===== src/shared/pdt_pkg.sv =====
// constants, field layout and carrier types of the dual programmable down timer
// assumes a plain 8-bit register port and one core clock; oscillators arrive as levels
package pdt_pkg;

    // register port, counter and prescaler widths
    localparam int unsigned ADDR_W = 4;
    localparam int unsigned DATA_W = 8;
    localparam int unsigned CNT_W  = 8;
    localparam int unsigned PRE_W  = 6;

    // register offsets
    localparam logic [3:0] OFF_CTRL_T0   = 4'h0;
    localparam logic [3:0] OFF_CTRL_T1   = 4'h1;
    localparam logic [3:0] OFF_MODE      = 4'h2;
    localparam logic [3:0] OFF_RELOAD_T0 = 4'h3;
    localparam logic [3:0] OFF_RELOAD_T1 = 4'h4;
    localparam logic [3:0] OFF_COUNT_T0  = 4'h5;
    localparam logic [3:0] OFF_COUNT_T1  = 4'h6;

    // per-timer control register fields
    localparam int unsigned B_RUN    = 0;
    localparam int unsigned B_REPEAT = 1;
    localparam int unsigned B_SOURCE = 2;
    localparam int unsigned B_RATIO  = 3;
    localparam int unsigned B_PRESET = 5;

    // mode register fields
    localparam int unsigned B_WIDTH  = 0;
    localparam int unsigned B_EVENT  = 1;
    localparam int unsigned B_POL    = 2;
    localparam int unsigned B_FUNC   = 3;
    localparam int unsigned B_CLOCK_OUT_CHANNEL_SELECT  = 4;

    // prescaler masks for ratio codes 00, 01, 10, 11 (divide by 1, 4, 16, 64)
    localparam logic [5:0] PRE_MASK_1  = 6'h00;
    localparam logic [5:0] PRE_MASK_4  = 6'h03;
    localparam logic [5:0] PRE_MASK_16 = 6'h0F;
    localparam logic [5:0] PRE_MASK_64 = 6'h3F;

    // noise rejecter passes a level at this falling edge of the reference
    localparam logic [1:0] NR_EDGES = 2'h2;

    // reset values
    localparam logic [7:0] RST_BYTE = 8'h00;
    localparam logic [5:0] RST_PRE  = 6'h00;

    // timer control carrier
    typedef struct packed {
        logic       run;
        logic       repeat_sel;
        logic       source_sel;
        logic [1:0] ratio;
    } pdt_ctrl_s;

    // shared mode carrier
    typedef struct packed {
        logic width_select;
        logic counter_mode_select;
        logic input_polarity_select;
        logic function_select;
        logic clock_out_channel_select;
    } pdt_mode_s;

    localparam pdt_ctrl_s RST_CTRL = '{1'b0, 1'b0, 1'b0, 2'b00};
    localparam pdt_mode_s RST_MODE = '{1'b0, 1'b0, 1'b0, 1'b0, 1'b0};

endpackage


===== src/core/pdt_timer.sv =====
// dual 8-bit presettable down timer with prescalers, event and pulse width modes
// assumes all inputs synchronous to core_clk_i, oscillator inputs much slower than it
//
// The plain strobed port and the register offsets were chosen for this implementation.
`timescale 1ns/1ps

module pdt_timer (
    input  wire logic                      core_clk_i,               // core clock, 10 MHz
    input  wire logic                      rst_n_i,                  // sync reset, active low
    input  wire logic [pdt_pkg::ADDR_W-1:0] addr_i,                  // register address
    input  wire logic [pdt_pkg::DATA_W-1:0] wr_data_i,               // write data
    input  wire logic                      wr_en_i,                  // write strobe
    input  wire logic                      rd_en_i,                  // read strobe
    input  wire logic                      slow_oscillator_i,        // slow source clock level
    input  wire logic                      fast_oscillator_i,        // fast source clock level
    input  wire logic                      noise_ref_i,              // 2,048 Hz reference level
    input  wire logic                      event_input_pin_i,        // external event input
    output logic      [pdt_pkg::DATA_W-1:0] rd_data_o,               // read data, cycle after
    output logic                           underflow_flag_t0_o,      // timer 0 underflow pulse
    output logic                           underflow_flag_t1_o,      // timer 1 underflow pulse
    output logic                           clock_out_pin_o,          // halved underflow clock
    output logic                           inverted_clock_out_pin_o  // inverted clock output
);

    // software visible state
    pdt_pkg::pdt_ctrl_s          ctrl [2];     // per-timer control
    pdt_pkg::pdt_mode_s          mode;         // shared mode bits
    logic [pdt_pkg::CNT_W-1:0]   reload [2];   // reload values
    logic [pdt_pkg::CNT_W-1:0]   cnt [2];      // down counters
    logic [pdt_pkg::PRE_W-1:0]   pre [2];      // prescaler counters

    // edge history of the slow inputs, noise rejecter and clock out state
    logic                        slow_prev;    // slow oscillator last cycle
    logic                        fast_prev;    // fast oscillator last cycle
    logic                        ref_prev;     // reference last cycle
    logic                        ev_prev;      // event level last cycle
    logic                        filt;         // noise rejected event level
    logic [1:0]                  nr_cnt;       // reference falling edges seen
    logic                        halved_underflow_out;         // halved underflow clock

    // address decode
    wire wr_ctrl0  = wr_en_i && (addr_i == pdt_pkg::OFF_CTRL_T0);
    wire wr_ctrl1  = wr_en_i && (addr_i == pdt_pkg::OFF_CTRL_T1);
    wire wr_mode   = wr_en_i && (addr_i == pdt_pkg::OFF_MODE);
    wire wr_rld0   = wr_en_i && (addr_i == pdt_pkg::OFF_RELOAD_T0);
    wire wr_rld1   = wr_en_i && (addr_i == pdt_pkg::OFF_RELOAD_T1);

    // mode shorthand
    wire width     = mode.width_select;
    wire ev_mode   = mode.counter_mode_select;
    wire pol       = mode.input_polarity_select;
    wire func      = mode.function_select;

    // preset strobes; timer 1 strobe is dead in 16-bit mode
    wire preset0   = wr_ctrl0 && wr_data_i[pdt_pkg::B_PRESET];
    wire preset1   = wr_ctrl1 && wr_data_i[pdt_pkg::B_PRESET] && !width;

    // oscillator rising edges serve as source ticks
    wire slow_rise = slow_oscillator_i && !slow_prev;
    wire fast_rise = fast_oscillator_i && !fast_prev;
    wire ref_fall  = !noise_ref_i && ref_prev;

    // effective per-prescaler settings; 16-bit mode borrows timer 0 controls
    wire       run_eff0 = ctrl[0].run;
    wire       run_eff1 = width ? ctrl[0].run : ctrl[1].run;
    wire       src_sel1 = width ? ctrl[0].source_sel : ctrl[1].source_sel;
    wire [1:0] ratio1   = width ? ctrl[0].ratio : ctrl[1].ratio;
    wire       src_tick0 = ctrl[0].source_sel ? fast_rise : slow_rise;
    wire       src_tick1 = src_sel1 ? fast_rise : slow_rise;

    // source ticks pass into a prescaler only while its timer runs
    wire feed0 = run_eff0 && src_tick0;
    wire feed1 = run_eff1 && src_tick1;

    // ratio code to terminal mask
    function automatic logic [pdt_pkg::PRE_W-1:0] ratio_mask(input logic [1:0] code);
        unique case (code)
            2'b00:   ratio_mask = pdt_pkg::PRE_MASK_1;
            2'b01:   ratio_mask = pdt_pkg::PRE_MASK_4;
            2'b10:   ratio_mask = pdt_pkg::PRE_MASK_16;
            2'b11:   ratio_mask = pdt_pkg::PRE_MASK_64;
        endcase
    endfunction

    wire [pdt_pkg::PRE_W-1:0] mask0 = ratio_mask(ctrl[0].ratio);
    wire [pdt_pkg::PRE_W-1:0] mask1 = ratio_mask(ratio1);

    // prescaler output: one tick per 1, 4, 16 or 64 fed source ticks
    wire pre_tick0 = feed0 && ((pre[0] & mask0) == mask0);
    wire pre_tick1 = feed1 && ((pre[1] & mask1) == mask1);

    // event level: raw pin or the noise rejected copy
    wire ev_level  = func ? filt : event_input_pin_i;
    wire ev_rise   = ev_level && !ev_prev;
    wire ev_fall   = !ev_level && ev_prev;
    wire ev_edge   = pol ? ev_rise : ev_fall;
    wire lvl_ok    = (event_input_pin_i == pol);

    // timer 0 input clock: event edges, gated prescaler, or plain prescaler
    wire tick0 = ev_mode ? (ctrl[0].run && ev_edge)
               : func    ? (pre_tick0 && lvl_ok)
               :           pre_tick0;

    // underflow of each byte; timer 1 cascades from timer 0 in 16-bit mode
    wire uf0   = tick0 && (cnt[0] == pdt_pkg::RST_BYTE);
    wire tick1 = width ? uf0 : pre_tick1;
    wire uf1   = tick1 && (cnt[1] == pdt_pkg::RST_BYTE);

    // underflow that ends a one-shot sequence for timer 0
    wire end0  = width ? uf1 : uf0;

    // clock output source
    wire sel_uf = (width || mode.clock_out_channel_select) ? uf1 : uf0;

    // next run bits: a software write wins over the one-shot clear
    wire next_run0 = wr_ctrl0 ? wr_data_i[pdt_pkg::B_RUN]
                   : (end0 && !ctrl[0].repeat_sel) ? 1'b0
                   : ctrl[0].run;
    wire next_run1 = width ? 1'b0
                   : wr_ctrl1 ? wr_data_i[pdt_pkg::B_RUN]
                   : (uf1 && !ctrl[1].repeat_sel) ? 1'b0
                   : ctrl[1].run;

    // next counter values: preset beats underflow beats count
    wire [7:0] next_cnt0 = preset0 ? reload[0]
                         : uf0     ? reload[0]
                         : tick0   ? cnt[0] - 8'h01
                         :           cnt[0];
    wire [7:0] next_cnt1 = (preset1 || (width && preset0)) ? reload[1]
                         : uf1     ? reload[1]
                         : tick1   ? cnt[1] - 8'h01
                         :           cnt[1];

    // mode bits in register order; the packed struct lists them the other way round,
    // so a plain copy of the struct would put the width bit at the top
    wire [4:0] mode_rd = {mode.clock_out_channel_select, mode.function_select,
                          mode.input_polarity_select, mode.counter_mode_select,
                          mode.width_select};

    // read mux; preset strobes always read back as zero
    wire [7:0] rd_mux =
        (addr_i == pdt_pkg::OFF_CTRL_T0)   ? {3'b000, ctrl[0].ratio, ctrl[0].source_sel,
                                              ctrl[0].repeat_sel, ctrl[0].run} :
        (addr_i == pdt_pkg::OFF_CTRL_T1)   ? {3'b000, ctrl[1].ratio, ctrl[1].source_sel,
                                              ctrl[1].repeat_sel, ctrl[1].run} :
        (addr_i == pdt_pkg::OFF_MODE)      ? {3'b000, mode_rd} :
        (addr_i == pdt_pkg::OFF_RELOAD_T0) ? reload[0] :
        (addr_i == pdt_pkg::OFF_RELOAD_T1) ? reload[1] :
        (addr_i == pdt_pkg::OFF_COUNT_T0)  ? cnt[0] :
        (addr_i == pdt_pkg::OFF_COUNT_T1)  ? cnt[1] :
                                             pdt_pkg::RST_BYTE;

    // control registers; timer 1 fields other than run still store in 16-bit mode but steer nothing
    always_ff @(posedge core_clk_i) begin
        if (!rst_n_i) begin
            ctrl[0] <= pdt_pkg::RST_CTRL;
            ctrl[1] <= pdt_pkg::RST_CTRL;
            mode    <= pdt_pkg::RST_MODE;
        end else begin
            ctrl[0].run <= next_run0;
            ctrl[1].run <= next_run1;
            if (wr_ctrl0) begin
                ctrl[0].repeat_sel <= wr_data_i[pdt_pkg::B_REPEAT];
                ctrl[0].source_sel <= wr_data_i[pdt_pkg::B_SOURCE];
                ctrl[0].ratio      <= wr_data_i[pdt_pkg::B_RATIO +: 2];
            end
            if (wr_ctrl1) begin
                ctrl[1].repeat_sel <= wr_data_i[pdt_pkg::B_REPEAT];
                ctrl[1].source_sel <= wr_data_i[pdt_pkg::B_SOURCE];
                ctrl[1].ratio      <= wr_data_i[pdt_pkg::B_RATIO +: 2];
            end
            // each mode bit is taken from its own field position
            if (wr_mode) begin
                mode.width_select             <= wr_data_i[pdt_pkg::B_WIDTH];
                mode.counter_mode_select      <= wr_data_i[pdt_pkg::B_EVENT];
                mode.input_polarity_select    <= wr_data_i[pdt_pkg::B_POL];
                mode.function_select          <= wr_data_i[pdt_pkg::B_FUNC];
                mode.clock_out_channel_select <= wr_data_i[pdt_pkg::B_CLOCK_OUT_CHANNEL_SELECT];
            end
        end
    end

    // reload value registers
    always_ff @(posedge core_clk_i) begin
        if (!rst_n_i) begin
            reload[0] <= pdt_pkg::RST_BYTE;
            reload[1] <= pdt_pkg::RST_BYTE;
        end else begin
            if (wr_rld0) reload[0] <= wr_data_i;
            if (wr_rld1) reload[1] <= wr_data_i;
        end
    end

    // down counters
    always_ff @(posedge core_clk_i) begin
        if (!rst_n_i) begin
            cnt[0] <= pdt_pkg::RST_BYTE;
            cnt[1] <= pdt_pkg::RST_BYTE;
        end else begin
            cnt[0] <= next_cnt0;
            cnt[1] <= next_cnt1;
        end
    end

    // prescalers keep their phase across a stop so a resume is not early
    always_ff @(posedge core_clk_i) begin
        if (!rst_n_i) begin
            pre[0] <= pdt_pkg::RST_PRE;
            pre[1] <= pdt_pkg::RST_PRE;
        end else begin
            if (feed0) pre[0] <= pre[0] + 6'h01;
            if (feed1) pre[1] <= pre[1] + 6'h01;
        end
    end

    // edge history of oscillators, reference and event level
    always_ff @(posedge core_clk_i) begin
        if (!rst_n_i) begin
            slow_prev <= 1'b0;
            fast_prev <= 1'b0;
            ref_prev  <= 1'b0;
            ev_prev   <= 1'b0;
        end else begin
            slow_prev <= slow_oscillator_i;
            fast_prev <= fast_oscillator_i;
            ref_prev  <= noise_ref_i;
            ev_prev   <= ev_level;
        end
    end

    // noise rejecter: a changed level must survive two reference falling edges;
    // glitches shorter than about one reference period are dropped
    always_ff @(posedge core_clk_i) begin
        if (!rst_n_i) begin
            filt   <= 1'b0;
            nr_cnt <= 2'b00;
        end else if (event_input_pin_i == filt) begin
            nr_cnt <= 2'b00;
        end else if (ref_fall) begin
            if (nr_cnt == pdt_pkg::NR_EDGES - 2'h1) begin
                filt   <= event_input_pin_i;
                nr_cnt <= 2'b00;
            end else begin
                nr_cnt <= nr_cnt + 2'h1;
            end
        end
    end

    // outputs, all registered
    always_ff @(posedge core_clk_i) begin
        if (!rst_n_i) begin
            rd_data_o                <= pdt_pkg::RST_BYTE;
            underflow_flag_t0_o      <= 1'b0;
            underflow_flag_t1_o      <= 1'b0;
            halved_underflow_out                     <= 1'b0;
            clock_out_pin_o          <= 1'b0;
            inverted_clock_out_pin_o <= 1'b1;
        end else begin
            rd_data_o                <= rd_en_i ? rd_mux : pdt_pkg::RST_BYTE;
            underflow_flag_t0_o      <= uf0 && !width;
            underflow_flag_t1_o      <= uf1;
            halved_underflow_out                     <= halved_underflow_out ^ sel_uf;
            clock_out_pin_o          <= halved_underflow_out ^ sel_uf;
            inverted_clock_out_pin_o <= ~(halved_underflow_out ^ sel_uf);
        end
    end

    // preset lands the reload value next cycle
    property p_preset;
        @(posedge core_clk_i) disable iff (!rst_n_i)
        preset0 |=> (cnt[0] == $past(reload[0]));
    endproperty
    a_preset: assert property (p_preset) else $error("preset did not load reload value");

    // a stopped timer holds its count
    property p_hold;
        @(posedge core_clk_i) disable iff (!rst_n_i)
        (!ctrl[0].run && !preset0) |=> $stable(cnt[0]);
    endproperty
    a_hold: assert property (p_hold) else $error("stopped timer 0 changed count");

    // one-shot end clears run unless software rewrites it
    property p_oneshot;
        @(posedge core_clk_i) disable iff (!rst_n_i)
        (end0 && !ctrl[0].repeat_sel && !wr_ctrl0) |=>
            (!ctrl[0].run && (cnt[0] == $past(reload[0])));
    endproperty
    a_oneshot: assert property (p_oneshot) else $error("one-shot did not stop");

    // repeat mode keeps running after underflow
    property p_repeat;
        @(posedge core_clk_i) disable iff (!rst_n_i)
        (uf0 && ctrl[0].repeat_sel && !wr_ctrl0) |=> ctrl[0].run && cnt[0] == $past(reload[0]);
    endproperty
    a_repeat: assert property (p_repeat) else $error("repeat mode lost run or reload");

    // timer 1 run stays low in 16-bit mode
    property p_run1_low;
        @(posedge core_clk_i) disable iff (!rst_n_i)
        width |=> !ctrl[1].run;
    endproperty
    a_run1_low: assert property (p_run1_low) else $error("timer 1 run set in 16-bit mode");

    // no timer 0 flag in 16-bit mode
    property p_flag0;
        @(posedge core_clk_i) disable iff (!rst_n_i)
        ($past(width) && width) |-> !underflow_flag_t0_o;
    endproperty
    a_flag0: assert property (p_flag0) else $error("timer 0 flag in 16-bit mode");

    // clock output toggles exactly on the selected underflow
    property p_halved_underflow_out;
        @(posedge core_clk_i) disable iff (!rst_n_i)
        sel_uf |=> (clock_out_pin_o != $past(clock_out_pin_o)) ##1 1'b1;
    endproperty
    a_halved_underflow_out: assert property (p_halved_underflow_out) else $error("clock output failed to toggle");

    // high byte only moves on low byte underflow or a timer 0 preset in 16-bit mode
    property p_cascade;
        @(posedge core_clk_i) disable iff (!rst_n_i)
        (width && !uf0 && !preset0) |=> $stable(cnt[1]);
    endproperty
    a_cascade: assert property (p_cascade) else $error("high byte moved without carry");

    // pulse width mode never counts at the wrong level
    property p_pulse;
        @(posedge core_clk_i) disable iff (!rst_n_i)
        (func && !ev_mode && !lvl_ok) |-> !tick0;
    endproperty
    a_pulse: assert property (p_pulse) else $error("pulse mode counted at wrong level");

    // every timer 1 or 16-bit underflow shows as a flag pulse next cycle
    property p_flag1;
        @(posedge core_clk_i) disable iff (!rst_n_i)
        uf1 |=> underflow_flag_t1_o;
    endproperty
    a_flag1: assert property (p_flag1) else $error("underflow gave no flag pulse");

    // a 16-bit preset loads the high byte as well
    property p_preset16;
        @(posedge core_clk_i) disable iff (!rst_n_i)
        (width && preset0) |=> (cnt[1] == $past(reload[1]));
    endproperty
    a_preset16: assert property (p_preset16) else $error("high byte missed preset");

    // the two clock output pins always stand opposite
    property p_clk_inv;
        @(posedge core_clk_i) disable iff (!rst_n_i)
        1'b1 |-> (inverted_clock_out_pin_o != clock_out_pin_o);
    endproperty
    a_clk_inv: assert property (p_clk_inv) else $error("clock outputs not inverse");

    // a stopped timer feeds nothing into its prescaler
    property p_feed;
        @(posedge core_clk_i) disable iff (!rst_n_i)
        !run_eff0 |=> $stable(pre[0]);
    endproperty
    a_feed: assert property (p_feed) else $error("prescaler moved while stopped");

    // the filtered level only moves on a reference falling edge
    property p_rejecter;
        @(posedge core_clk_i) disable iff (!rst_n_i)
        !ref_fall |=> $stable(filt);
    endproperty
    a_rejecter: assert property (p_rejecter) else $error("filtered level moved off edge");

endmodule // pdt_timer


===== config.mk =====
export PLATFORM = sky130hd
export DESIGN_NAME = pdt_timer
export DESIGN_NICKNAME = d
export VERILOG_FILES = /design/src/shared/pdt_pkg.sv /design/src/core/pdt_timer.sv
export SDC_FILE = /design/constraint.sdc
export NUM_CORES = 1
export LEC_CHECK = 0
export ABC_AREA = 0
export BUFFER_PORTS_ARGS = -buffer_cell sky130_fd_sc_hd__buf_2
export CAP_MARGIN = 20
export CORE_MARGIN = 2
export CORE_UTILIZATION = 24
export DETAILED_ROUTE_END_ITERATION = 10
export HOLD_SLACK_MARGIN = 0.06
export PLACE_DENSITY_LB_ADDON = 0.08
export SLEW_MARGIN = 25
export SYNTH_ARGS = -nofsm -noshare
export SYNTH_HDL_FRONTEND = slang
export SYNTH_SLANG_ARGS = --single-unit

===== constraint.sdc =====
create_clock -name core_clk_i -period 2.2 [get_ports core_clk_i]
set_input_delay 0.11 -clock core_clk_i [delete_from_list [all_inputs] [get_ports core_clk_i]]
set_output_delay 0.11 -clock core_clk_i [all_outputs]
set_load 0.1 [all_outputs]

==> results, run 1 <==
- The flow ran to the end, and the final reports show no timing, DRC or antenna violations.
- The clock net in this run drives a total of roughly 80 sinks.
- The area growth from synthesis to final layout is 29.1%.
- The cell area after layout is between 5000 and 6000 µm².
- At the pin with the least slew margin, the transition time is ~0.49 ns.
- Timing would allow up to around 470 MHz.
- The count of endpoints failing hold in the final timing report is 0.
- The maximum number of pins on one net before global-route repair is 25.
- For this run, the slowest stage of the critical path takes 0.39 ns.
- The global placer's final weighted congestion is about 0.80.
- The floorplan step set the die width to about 130 µm.
- Setup repair after global routing could not meet its margin everywhere.
- The type of element capturing the critical path is a flop.
- The number of global-route vias before repair came to 3656.
- After filler insertion, the fill cell instance count of the layout stands at roughly 1700.
- After Yosys synthesis, and, or, nand and nor cells account for 22.6% of the synthesized area.
- The floorplan has 47 rows.
- The slowest stage of the critical path belongs to the cell sky130_fd_sc_hd__or3b_4.
- Max-cap violations in this run came to 0.
- The critical path class is flop to flop.
- The dominant combinational cell family by area after synthesis is simple AND/OR/NAND/NOR gates.
- Summing the areas of all compound-gate instances in the mapped netlist gives between 15 and 20% of the synthesized area.
- The class of the tightest hold or removal check is input pin to flop.
- After synthesis, flip-flops and latches occupy ~50% of the total area.
- Counting flops with an async set or reset pin after synthesis yields a share of 0%.
- The total of endpoints with negative setup slack in the final report is 0.
- The total CTS buffers is 9.
- The clock transition at the registers of the reported paths is 0.06 ns.
- The most area-hungry cell type in the Yosys netlist is sky130_fd_sc_hd__edfxtp_1.
- Counting every instance in the synthesized netlist gives between 400 and 500.
- The kind of cell with the highest combined delay along the critical path is simple AND/OR/NAND/NOR gates.
- The count of flip-flops with a built-in enable after synthesis is 38.
- The die height is ~130 µm.
- For the worst-skew pair, the clock arrives at the later sink with an insertion delay of approximately 0.35 ns.
- The number of DRC markers in iteration 0 is just under 200.
- The area fraction of the dominant cell type after synthesis is between 20% and 30%.
- After detailed routing, the average wire length per cell comes to roughly 17 µm.
- The overall track demand over capacity in global routing is roughly 15%.
- The layout cell share with drive strength beyond 1 is between 20 and 25%.
- Counting flops and latches in the post-synthesis netlist gives 78.
- The setup slack after layout is 0.0547 ns.
- Across all hold checks on the routed design, the worst slack comes to roughly 0.084 ns.
- The die covers about 18000 µm².
- The initial utilization of the core area, before any placement, comes to around 24%.
- The number of antenna violations at the first check in global routing is 0.
- The worst setup path startpoint is cnt[0][1]$_SDFFE_PN0P_.
- The multiplexer area fraction after synthesis is 3.02%.
- The synthesized area divided by synthesized cell count is around 9 µm².
- The total number of yosys warnings is 0.
- The synthesized netlist devotes 1.26% of its cell area to adder and majority cells.
- In this run the remaining antenna-violating nets after routing total 0.
- The total via count in the routed design is 3450.
- The number of H-tree levels is 3.
- In this run the tightest slew margin relative to its limit is 67.1%.
- The worst setup path is launched from a flop.
- The routed wire length is around 13000 µm.
- For the finished layout, the period the worst path requires is ~2.1 ns.
- The number of buffer cells added on primary ports is 31.
- The core region is ~16000 µm².
- The total DRC errors in the routed layout is 0.
- The setup slack after placement is -0.00992 ns.
- STA puts the critical path data required time at 2.47 ns.
- The worst vdd rail ir drop is around 0.35 mV.
- The peak fanout along the critical path is 5.
- The synthesized netlist devotes between 2 and 3% of its cell area to XOR and XNOR gates.
- The most used flip-flop cell after synthesis is sky130_fd_sc_hd__dfxtp_1.
- The post-CTS setup buffer count is 0.
- The I/O pin count is 32.
- The ratio of total power to cell area is around 750 nW/µm².
- The number of antenna diodes is 0.
- Data arrives at the worst endpoint at between 2 and 2.5 ns.
- Summed over all cells, the static leakage comes to 1.97 nW.
- The detailed placement HPWL is 9520 µm.
- The global-route wire length before repair is 19900 µm.
- Traced cell by cell, the critical path runs through inv_2, ha_4, or3b_4, nor3_4, nand2_4, o311a_4, or3_1, a31oi_1.
- The buffers plus inverters on the worst setup path is 1.
- The tree is rooted in a sky130_fd_sc_hd__clkbuf_16.
- Across the routed clock network, the largest skew measured is 0.00645 ns.
- The first-pass iteration count of the detailed router is 4.
- The overflow left after global routing is 0.
- The number of vias per cell is between 4 and 5.
- Of the available clock period, the critical path in the final layout requires between 90% and 100%.
- In the final layout, flip-flops and latches occupy 1940 µm².
- The longest clock path from root to sink contains 2 buffers.
- The netlist area before placement is between 3000 and 4000 µm².
- The final number of max-transition violations came to 0.
- The final net count is 534.
- For this run, the number of standard cells in the final layout without fillers is 735.
- The combined area of the multi-input logic cells is roughly 1900 µm².
- Once placement finished, the instance area stood at between 4000 and 5000 µm².
- The TritonCTS clock tree is yes.
- The net count after synthesis is approximately 460.
- After synthesis, the cell types taking the most area are sky130_fd_sc_hd__edfxtp_1 (29%), sky130_fd_sc_hd__dfxtp_1 (20%), sky130_fd_sc_hd__nor2_1 (5.7%).
- The netlist uses 58 different library cells.
- In this run the most critical hold path is launched from event_input_pin_i.
- The number of placed instances, taps included, is about 720.
- In this run the critical register-to-register path is launched from cnt[0][1]$_SDFFE_PN0P_.
[cell type report]
class                           count  area share (%)
Tap cell                          220            5.35
Multi-Input combinational cell    313            37.1
Inverter                           23            1.68
Clock inverter                      7            2.19
Timing Repair Buffer               85            11.5
Clock buffer                        9            4.38
Sequential cell                    78            37.8
[state kept, by name, indices dropped and copies added (netlist names), 2 cells and up]
register / count
cnt: 16
reload: 16
pre: 12
ctrl: 10
rd_data_o: 8
nr_cnt: 2
[worst min-delay path, stage by stage]
cell and delay, ns:
sky130_fd_sc_hd__buf_2 0.13, sky130_fd_sc_hd__nand4_1 0.08, sky130_fd_sc_hd__a21oi_1 0.06
[stage by stage]
| step | util [%] | power [mW] | setup TNS, ns |
|---|---|---|---|
| after floorplan | - | 1.93 | 0 |
| after CTS | 31.1 | 3.90 | 0 |
| final | 31.3 | 3.86 | 0 |
| after detailed placement | 28.8 | 2.15 | -0.00992 |
| after global placement | 28.8 | 2.15 | -0.0380 |
| after global routing | 31.3 | 4.02 | -0.143 |
[per-layer routing]
metal / share of wire (%) / GRT usage, %
met1: 45 / 17.9
met2: 51 / 26.3
met3: 2.9 / 3.03
met4: 1.5 / 5.38
met5: 0 / 0
[where the power goes]
group / total (mW) / switching, mW / internal [mW] / leakage [nW]
registers: 1.64 / 0.0510 / 1.59 / 0.702
logic: 0.491 / 0.293 / 0.198 / 1.10
clock network: 1.73 / 0.631 / 1.10 / 0.167
[what timing repair did]
item / CTS / global route
resized for setup: 1 / 15
hold endpoints to repair: 5 / 0
setup endpoints to repair: 2 / 13
gates cloned: 0 / 0
pin swaps: 0 / 12
hold buffers: 4 / 0
[synthesized netlist by cell type, types with 2 or more instances]
cell type	instances
sky130_fd_sc_hd__o21ai_0	25
sky130_fd_sc_hd__a31oi_1	4
sky130_fd_sc_hd__buf_2	2
sky130_fd_sc_hd__nor2b_1	11
sky130_fd_sc_hd__a21oi_1	33
sky130_fd_sc_hd__or2_2	2
sky130_fd_sc_hd__nand2b_1	3
sky130_fd_sc_hd__o21a_1	3
sky130_fd_sc_hd__nand2_1	30
sky130_fd_sc_hd__xnor2_1	4
sky130_fd_sc_hd__o22ai_1	9
sky130_fd_sc_hd__nor3b_1	2
sky130_fd_sc_hd__and2_1	16
sky130_fd_sc_hd__clkbuf_1	17
sky130_fd_sc_hd__a22oi_1	6
sky130_fd_sc_hd__mux2i_1	12
sky130_fd_sc_hd__ha_1	4
sky130_fd_sc_hd__nor3_1	11
sky130_fd_sc_hd__inv_1	22
sky130_fd_sc_hd__or3_1	3
sky130_fd_sc_hd__nor4b_1	3
sky130_fd_sc_hd__dfxtp_1	40
sky130_fd_sc_hd__xor2_1	9
sky130_fd_sc_hd__nand4_1	2
sky130_fd_sc_hd__buf_1	2
sky130_fd_sc_hd__a21boi_0	2
sky130_fd_sc_hd__a32oi_1	2
sky130_fd_sc_hd__nand3_1	14
sky130_fd_sc_hd__edfxtp_1	38
sky130_fd_sc_hd__nor4_1	7
sky130_fd_sc_hd__a211oi_1	2
sky130_fd_sc_hd__and3_1	2
sky130_fd_sc_hd__o221ai_1	3
sky130_fd_sc_hd__o32ai_1	7
sky130_fd_sc_hd__nor2_1	60
[worst paths after layout]
check                                               to  slack (ns)  depth (start not counted)
worst max-delay path            cnt[0][8]$_SDFFE_PN0P_        0.05                          8
worst min-delay path                 filt$_SDFFE_PN0P_        0.08                          3
worst max register to register  cnt[0][8]$_SDFFE_PN0P_        0.05                          8
worst min register to register  nr_cnt[1]$_SDFFE_PP0P_        0.46                          2
[cells by family after synthesis]
family	Yosys count
flip-flops	78
AND/OR/NAND/NOR	176
buffers and inverters	44
AO/OA/AOI/OAI	108
XOR/XNOR	13
multiplexers	12
adder cells (fa/ha/maj)	4
[cell usage in the layout (no fill, tap or decap), drive strengths merged, types with 2 or more instances in the layout]
cell type / n
a211oi: 2
a21boi: 2
a21oi: 33
a22oi: 6
a31oi: 4
a32oi: 2
and2: 16
and3: 2
buf: 81
bufinv: 3
clkbuf: 9
clkinv: 4
dfxtp: 40
dlygate4sd3: 4
edfxtp: 38
ha: 4
inv: 23
mux2i: 12
nand2: 31
nand2b: 3
nand3: 14
nand4: 2
nor2: 60
nor2b: 11
nor3: 12
nor3b: 2
nor4: 7
nor4b: 4
o21a: 3
o21ai: 25
o221ai: 3
o22ai: 9
o32ai: 7
or2: 2
or3: 3
xnor2: 4
xor2: 9
Power figures use the tool's default switching activity.
==> run 2: changes to the inputs <==
clock period = 2.33 ns   (was 2.2 ns; I/O delays follow)
==> results, run 2 (synthesis gave the netlist of run 1 again) <==
- In the final layout, the share of cells above drive strength 1 is between 10% and 20%.
- In this run the worst path has a maximum fanout of 6.
- The count of nets left with antenna violations once routing finished came out at 0.
- After routing, the total negative slack on setup checks comes to 0 ns.
- The routed wire length is approximately 13000 µm.
- The required time of the critical path is approximately 2.6 ns.
- The shortest period the worst path allows is about 2.2 ns.
- Compared with the post-synthesis result, the final layout area differs by 24.9%.
- The detailed placement HPWL is around 9600 µm.
- The overflow left after global routing is 0.
- The maximum clock rate is between 400 and 500 MHz.
- The total CTS buffers is 9.
- Across the run, the number of max-cap violations was 0.
- The number of antenna violations at the first check in global routing was 0.
- The initialized floorplan defines between 40 and 50 standard-cell rows.
- Once placement finished, the instance area stood at approximately 4600 µm².
- The number of vias per cell is 4.77.
- The worst setup path is captured at a flop.
- Between clock sinks in the finished design, the worst skew comes to between 0.006 and 0.007 ns.
- Leaving out fill and tap cells, the most frequent cell in the layout is sky130_fd_sc_hd__nor2_1.
- The final net count is between 500 and 600.
- Entering global routing, the biggest net connects 25 pins.
- The worst setup path is of the flop to flop kind.
- The overall track demand over capacity in global routing is between 10 and 15%.
- The number of sinks on the clock net is 78.
- Of the available clock period, the critical path in the final layout requires between 90% and 100%.
- The count of endpoints failing hold in the final timing report is 0.
- The routed length per instance is approximately 18 µm.
- The die height is between 100 and 150 µm.
- Setup violations remaining at the end of the flow were counted as 0.
- For this run, design rule violations remaining after detail routing come to 0.
- The leakage power is between 1.5 and 2 nW.
- The worst relative slew slack is between 40 and 50%.
- The buffer cell driving the clock tree root is sky130_fd_sc_hd__clkbuf_16.
- The arrival time at the worst endpoint is between 2 and 3 ns.
- The global placer's final weighted congestion is 0.832.
- Before CTS, the worst setup slack after placement is 0.0199 ns.
- The total via count in the routed design is 3433.
- The TritonCTS clock tree is yes.
- The number of global-route vias before repair is 3504.
- The number of buffer cells added on primary ports is 31.
- The starting density of the core is ~24%.
- Total power for the finished layout comes to roughly 3.5 mW.
- The first-pass iteration count of the detailed router is 5.
- For the pin with the worst max-slew slack, the measured transition is between 0.8 and 0.9 ns.
- Dividing total power by cell area gives a power density of just under 700 nW/µm².
- Measured along the x axis, the die boundary spans between 100 and 150 µm.
- The non-filler instance count after layout is a little over 700.
- The maximum clock path buffer count is 2.
- The flow ran to the end, and the final reports show no timing, DRC or antenna violations.
- The number of DRC markers in iteration 0 is slightly above 200.
- The worst hold slack is 0.0781 ns.
- The min-delay analysis places its worst path in the category input pin to flop.
- The number of H-tree levels is 3.
- The cell count after placement is a little under 700.
- The worst vdd rail ir drop is ~0.36 mV.
- The number of antenna diodes is 0.
- The core footprint is ~16000 µm².
- The worst setup path is launched from a flop.
- For the worst-skew pair, the clock arrives at the later sink with an insertion delay of between 0.3 and 0.4 ns.
- Setup slack closes at ~0.08 ns.
- Clock-pin slew was measured on the worst setup and hold paths at 0.06 ns.
- The total die area is roughly 18000 µm².
- The top cell types in the final layout, fill and taps aside, are sky130_fd_sc_hd__nor2_1 (60), sky130_fd_sc_hd__dfxtp_1 (40), sky130_fd_sc_hd__edfxtp_1 (38).
- Once layout is complete, the utilization of the core stands at 30.3%.
- The filler cell count in the final layout is 1725.
- The first global-routing pass estimated 19700 µm of wire.
- The final number of max-transition violations is 0.
- The largest registers in the layout are cnt x16, reload x16, pre x12.
- The I/O pin count is 32.
- The cell area after layout is 4970 µm².
- Setup repair after global routing could not meet its margin everywhere.
==> run 2: final timing paths <==
kind	from	endpoint	slack, ns	cells after the start
min reg2reg	nr_cnt[1]$_SDFFE_PP0P_	nr_cnt[1]$_SDFFE_PP0P_	0.45	2
max	cnt[0][1]$_SDFFE_PN0P_	cnt[0][10]$_SDFFE_PN0P_	0.08	8
max reg2reg	cnt[0][1]$_SDFFE_PN0P_	cnt[0][10]$_SDFFE_PN0P_	0.08	8
min	wr_data_i[6]	reload[0][6]$_DFFE_PP_	0.08	2
==> run 2: cell type report <==
cell class / count / area [µm²] / area share [%]
Multi-Input combinational cell: 314 / 1910 / 38.5
Clock inverter: 3 / 22.5 / 0.453
Tap cell: 220 / 275 / 5.53
Timing Repair Buffer: 68 / 440 / 8.86
Clock buffer: 13 / 293 / 5.89
Sequential cell: 78 / 1940 / 39.0
Inverter: 23 / 86.3 / 1.74
==> run 2: power by group <==
| group | switching [mW] | internal, mW | total, mW |
|---|---|---|---|
| clock network | 0.579 | 0.883 | 1.46 |
| logic | 0.279 | 0.169 | 0.448 |
| registers | 0.0518 | 1.50 | 1.55 |
==> run 2: routing by layer <==
layer | up-vias | GRT usage [%] | part of all wire [%] | wire, µm
met4 | 0 | 7.05 | 2.7 | 353
li1 | 1690 | - | - | -
met5 | - | 0 | 0 | 0
met1 | 1646 | 17.8 | 44 | 5620
met3 | 23 | 2.80 | 2.8 | 356
met2 | 74 | 25.8 | 51 | 6570
==> run 2: worst max-delay path: stages, from the launching register on <==
cell and delay, ns:
sky130_fd_sc_hd__dfxtp_1 0.33, sky130_fd_sc_hd__inv_1 0.07, sky130_fd_sc_hd__ha_1 0.15, sky130_fd_sc_hd__or3b_4 0.40, sky130_fd_sc_hd__nor3_4 0.25, sky130_fd_sc_hd__nand2_4 0.11
sky130_fd_sc_hd__o311a_4 0.36, sky130_fd_sc_hd__or3_1 0.38, sky130_fd_sc_hd__a21oi_1 0.13
==> run 2: what timing repair did <==
action / in CTS / in global routing
endpoints found under the setup margin: 0 / 17
setup buffers: 0 / 4
hold buffers: 3 / 0
gates resized for setup: 0 / 5
hold endpoints to repair: 4 / 0
==> run 3: changes to the inputs <==
CAP_MARGIN = not set   (was 20)
HOLD_SLACK_MARGIN = not set   (was 0.06)
RECOVER_POWER = 100   (was not set)
==> results, run 3 (synthesis gave the netlist of run 1 again) <==
- The peak fanout along the critical path is 6.
- The filler cell count in the final layout is 1740.
- The class of the tightest hold or removal check is input pin to flop.
- Clock latency on the worst-skew pair, taken at its later pin, is 0.35 ns.
- The endpoint of the most critical register-to-register path is cnt[0][10]$_SDFFE_PN0P_.
- The run finished with clean final reports.
- Data arrives at the worst endpoint at approximately 2.5 ns.
- For flop-to-flop paths, the worst setup slack is approximately 0.087 ns.
- The worst hold slack is approximately 0.10 ns.
- During I/O placement, the number of pins put on the boundary was 32.
- Leaving out fill and tap cells, the most frequent cells in the layout are sky130_fd_sc_hd__nor2_1 (60), sky130_fd_sc_hd__dfxtp_1 (40), sky130_fd_sc_hd__edfxtp_1 (38).
- The die covers 17600 µm².
- The number of antenna-violating nets in the routed design is 0.
- The number of antenna diodes is 0.
- Buffers placed on the I/O ports in this run total 31.
- The overall power after layout is between 3 and 4 mW.
- The worst reg2reg path startpoint is cnt[0][1]$_SDFFE_PN0P_.
- The library cell used most frequently in the layout, excluding fill and tap cells, is sky130_fd_sc_hd__nor2_1.
- The worst setup path is launched from a flop.
- In this run the standard cell core region covers around 16000 µm².
- The number of maximum-capacitance constraint violations is 0.
- The routed wire length is approximately 13000 µm.
- Setup repair after global routing could not meet its margin everywhere.
- The critical path class is flop to flop.
- Along the worst hold path, the cell count comes to 2.
- The detailed placement HPWL is between 9000 and 10000 µm.
- The buffer cell driving the clock tree root is sky130_fd_sc_hd__clkbuf_16.
- The setup slack after layout is between 0.08 and 0.09 ns.
- The total DRC errors in the routed layout is 0.
- After the last flow step, the layout net total stands at just over 500.
- The required time of the critical path is approximately 2.6 ns.
- Per report_power, the combinational group accounts for 12.7% of the total.
- The number of H-tree levels is 3.
- For the pin with the worst max-slew slack, the measured transition is 1.17 ns.
- The number of antenna violations at the first check in global routing is 0.
- Cell internal power was estimated by the tool at 2.55 mW.
- The count of endpoints failing hold in the final timing report is 0.
- The post-route netlist has approximately 14% of its cells at a drive strength greater than 1.
- The leakage power is about 1.8 nW.
- The placement row count is between 40 and 50.
- OpenSTA, run right after detailed placement, puts the worst setup slack at roughly 0.020 ns.
- After layout, the minimum clock period comes to about 2.2 ns.
- The analysis attributes to net switching a power of 0.906 mW.
- The type of element capturing the critical path is a flop.
- The routed length per instance is roughly 18 µm.
- The maximum number of pins on one net before global-route repair is 25.
- The final number of max-transition violations was 0.
- The part of the total power dissipated in the clock network is 42.3%.
- Net switching is approximately a quarter of the power.
- Clock-pin slew was measured on the worst setup and hold paths at approximately 0.06 ns.
- The ratio of total power to cell area is about 700 nW/µm².
- The detailed router finished its first iteration with 225 violations.
- The number of sinks on the clock net is a little under 80.
- The portion of the clock cycle consumed by the worst path in the final layout is between 90% and 100%.
- The hold path startpoint is wr_data_i[6].
- The total of endpoints with negative setup slack in the final report is 0.
- No sink is reached through more buffers than the 2 on the longest clock path.
- The largest registers in the layout are cnt x16, reload x16, pre x12.
- The number of vias per cell is approximately 4.7.
- The TritonCTS clock tree is yes.
- The number of cells on the worst reg-to-reg path is 8.
- Routability-driven placement finished with a final weighted congestion of 0.832.
- Summing all multi-input logic gate instances after layout gives approximately 1900 µm².
- The first TritonRoute pass finished after 4 iterations.
- Of the total power, registers draw roughly 45%.
- The total via count in the routed design is approximately 3400.
- The horizontal die dimension is 133 µm.
- IR analysis of the VDD net gives a maximum drop of around 0.36 mV.
- The die height is approximately 130 µm.
- Measured on the finished design, the core utilization comes to between 30% and 40%.
- The final setup skew is a little over 0.009 ns.
- In this run the tightest slew margin relative to its limit is between 20 and 25%.
- The maximum clock rate is approximately 450 MHz.
- The number of clock buffers added by TritonCTS is 9.
- Once the floorplan was initialized, standard cells occupied 24.3% of the core.
- The register area is between 1500 and 2000 µm².
- Relative to the synthesized area, the layout overhead comes to 23.6%.
- Global routing finished with a remaining overflow of 0.
- The number of global-route vias before repair came to 3504.
- The worst hold path terminates at reload[0][6]$_DFFE_PP_.
- The global-route wire length before repair is a little under 20000 µm.
- Global routing used between 10% and 20% of the available tracks across all layers.
run 3: timing repair:
action | in CTS | in global routing
setup buffers | 0 | 4
hold buffers | 3 | 0
endpoints found under the hold margin | 3 | 0
gates resized for setup | 0 | 5
endpoints found under the setup margin | 0 | 17
run 3: worst max-delay path, stage by stage (launching register included):
cell and delay, ns:
sky130_fd_sc_hd__dfxtp_1 0.33, sky130_fd_sc_hd__inv_1 0.07, sky130_fd_sc_hd__ha_1 0.15, sky130_fd_sc_hd__or3b_4 0.40
sky130_fd_sc_hd__nor3_4 0.25, sky130_fd_sc_hd__nand2_4 0.11, sky130_fd_sc_hd__o311a_4 0.36, sky130_fd_sc_hd__or3_1 0.38
sky130_fd_sc_hd__a21oi_1 0.13
run 3: how the worst max path moves through the flow:
stage | start | endpoint | slack (ns) | depth (start not counted)
floorplan | cnt[0][0]$_SDFFE_PN0P_ | cnt[0][8]$_SDFFE_PN0P_ | 0.19 | 8
global placement | ctrl[0][4]$_SDFFCE_PN0P_ | cnt[0][12]$_SDFFE_PN0P_ | 0.07 | 7
detailed placement | ctrl[0][4]$_SDFFCE_PN0P_ | cnt[0][12]$_SDFFE_PN0P_ | 0.02 | 7
CTS | ctrl[0][4]$_SDFFCE_PN0P_ | cnt[0][12]$_SDFFE_PN0P_ | 0.0003 | 7
global route | cnt[0][1]$_SDFFE_PN0P_ | cnt[0][14]$_SDFFE_PN0P_ | -0.02 | 8
finish | cnt[0][1]$_SDFFE_PN0P_ | cnt[0][10]$_SDFFE_PN0P_ | 0.09 | 8
run 3: layout make-up:
type / instances / share of cell area (%)
Clock buffer: 13 / 5.95
Clock inverter: 3 / 0.458
Inverter: 23 / 1.75
Multi-Input combinational cell: 314 / 38.8
Sequential cell: 78 / 39.5
Tap cell: 220 / 5.59
Timing Repair Buffer: 68 / 8.03
run 3: metrics by stage:
| stage | TNS (ns) | instance area (µm²) | cells |
|---|---|---|---|
| finish | 0 | 4920 | 719 |
| global route | -0.0340 | 4920 | 719 |
| CTS | 0 | 4900 | 714 |
| detailed placement | 0 | 4560 | 695 |
| global placement | 0 | 4560 | 695 |
| floorplan | 0 | 3980 | 435 |
run 3: layer usage:
| metal | wire length (µm) | GRT usage [%] |
|---|---|---|
| met1 | 5590 | 17.8 |
| met2 | 6650 | 25.8 |
| met3 | 324 | 2.80 |
| met4 | 243 | 7.05 |
| met5 | 0 | 0 |
run 3: power by group through the flow:
stage / Clock (mW) / Combinational [mW] / Sequential (mW)
2_1_floorplan: 0 / 0.238 / 1.59
3_3_place_gp: 0 / 0.423 / 1.58
3_5_place_dp: 0 / 0.423 / 1.58
4_1_cts: 1.52 / 0.429 / 1.55
5_1_grt: 1.56 / 0.484 / 1.56
6_report: 1.46 / 0.438 / 1.55
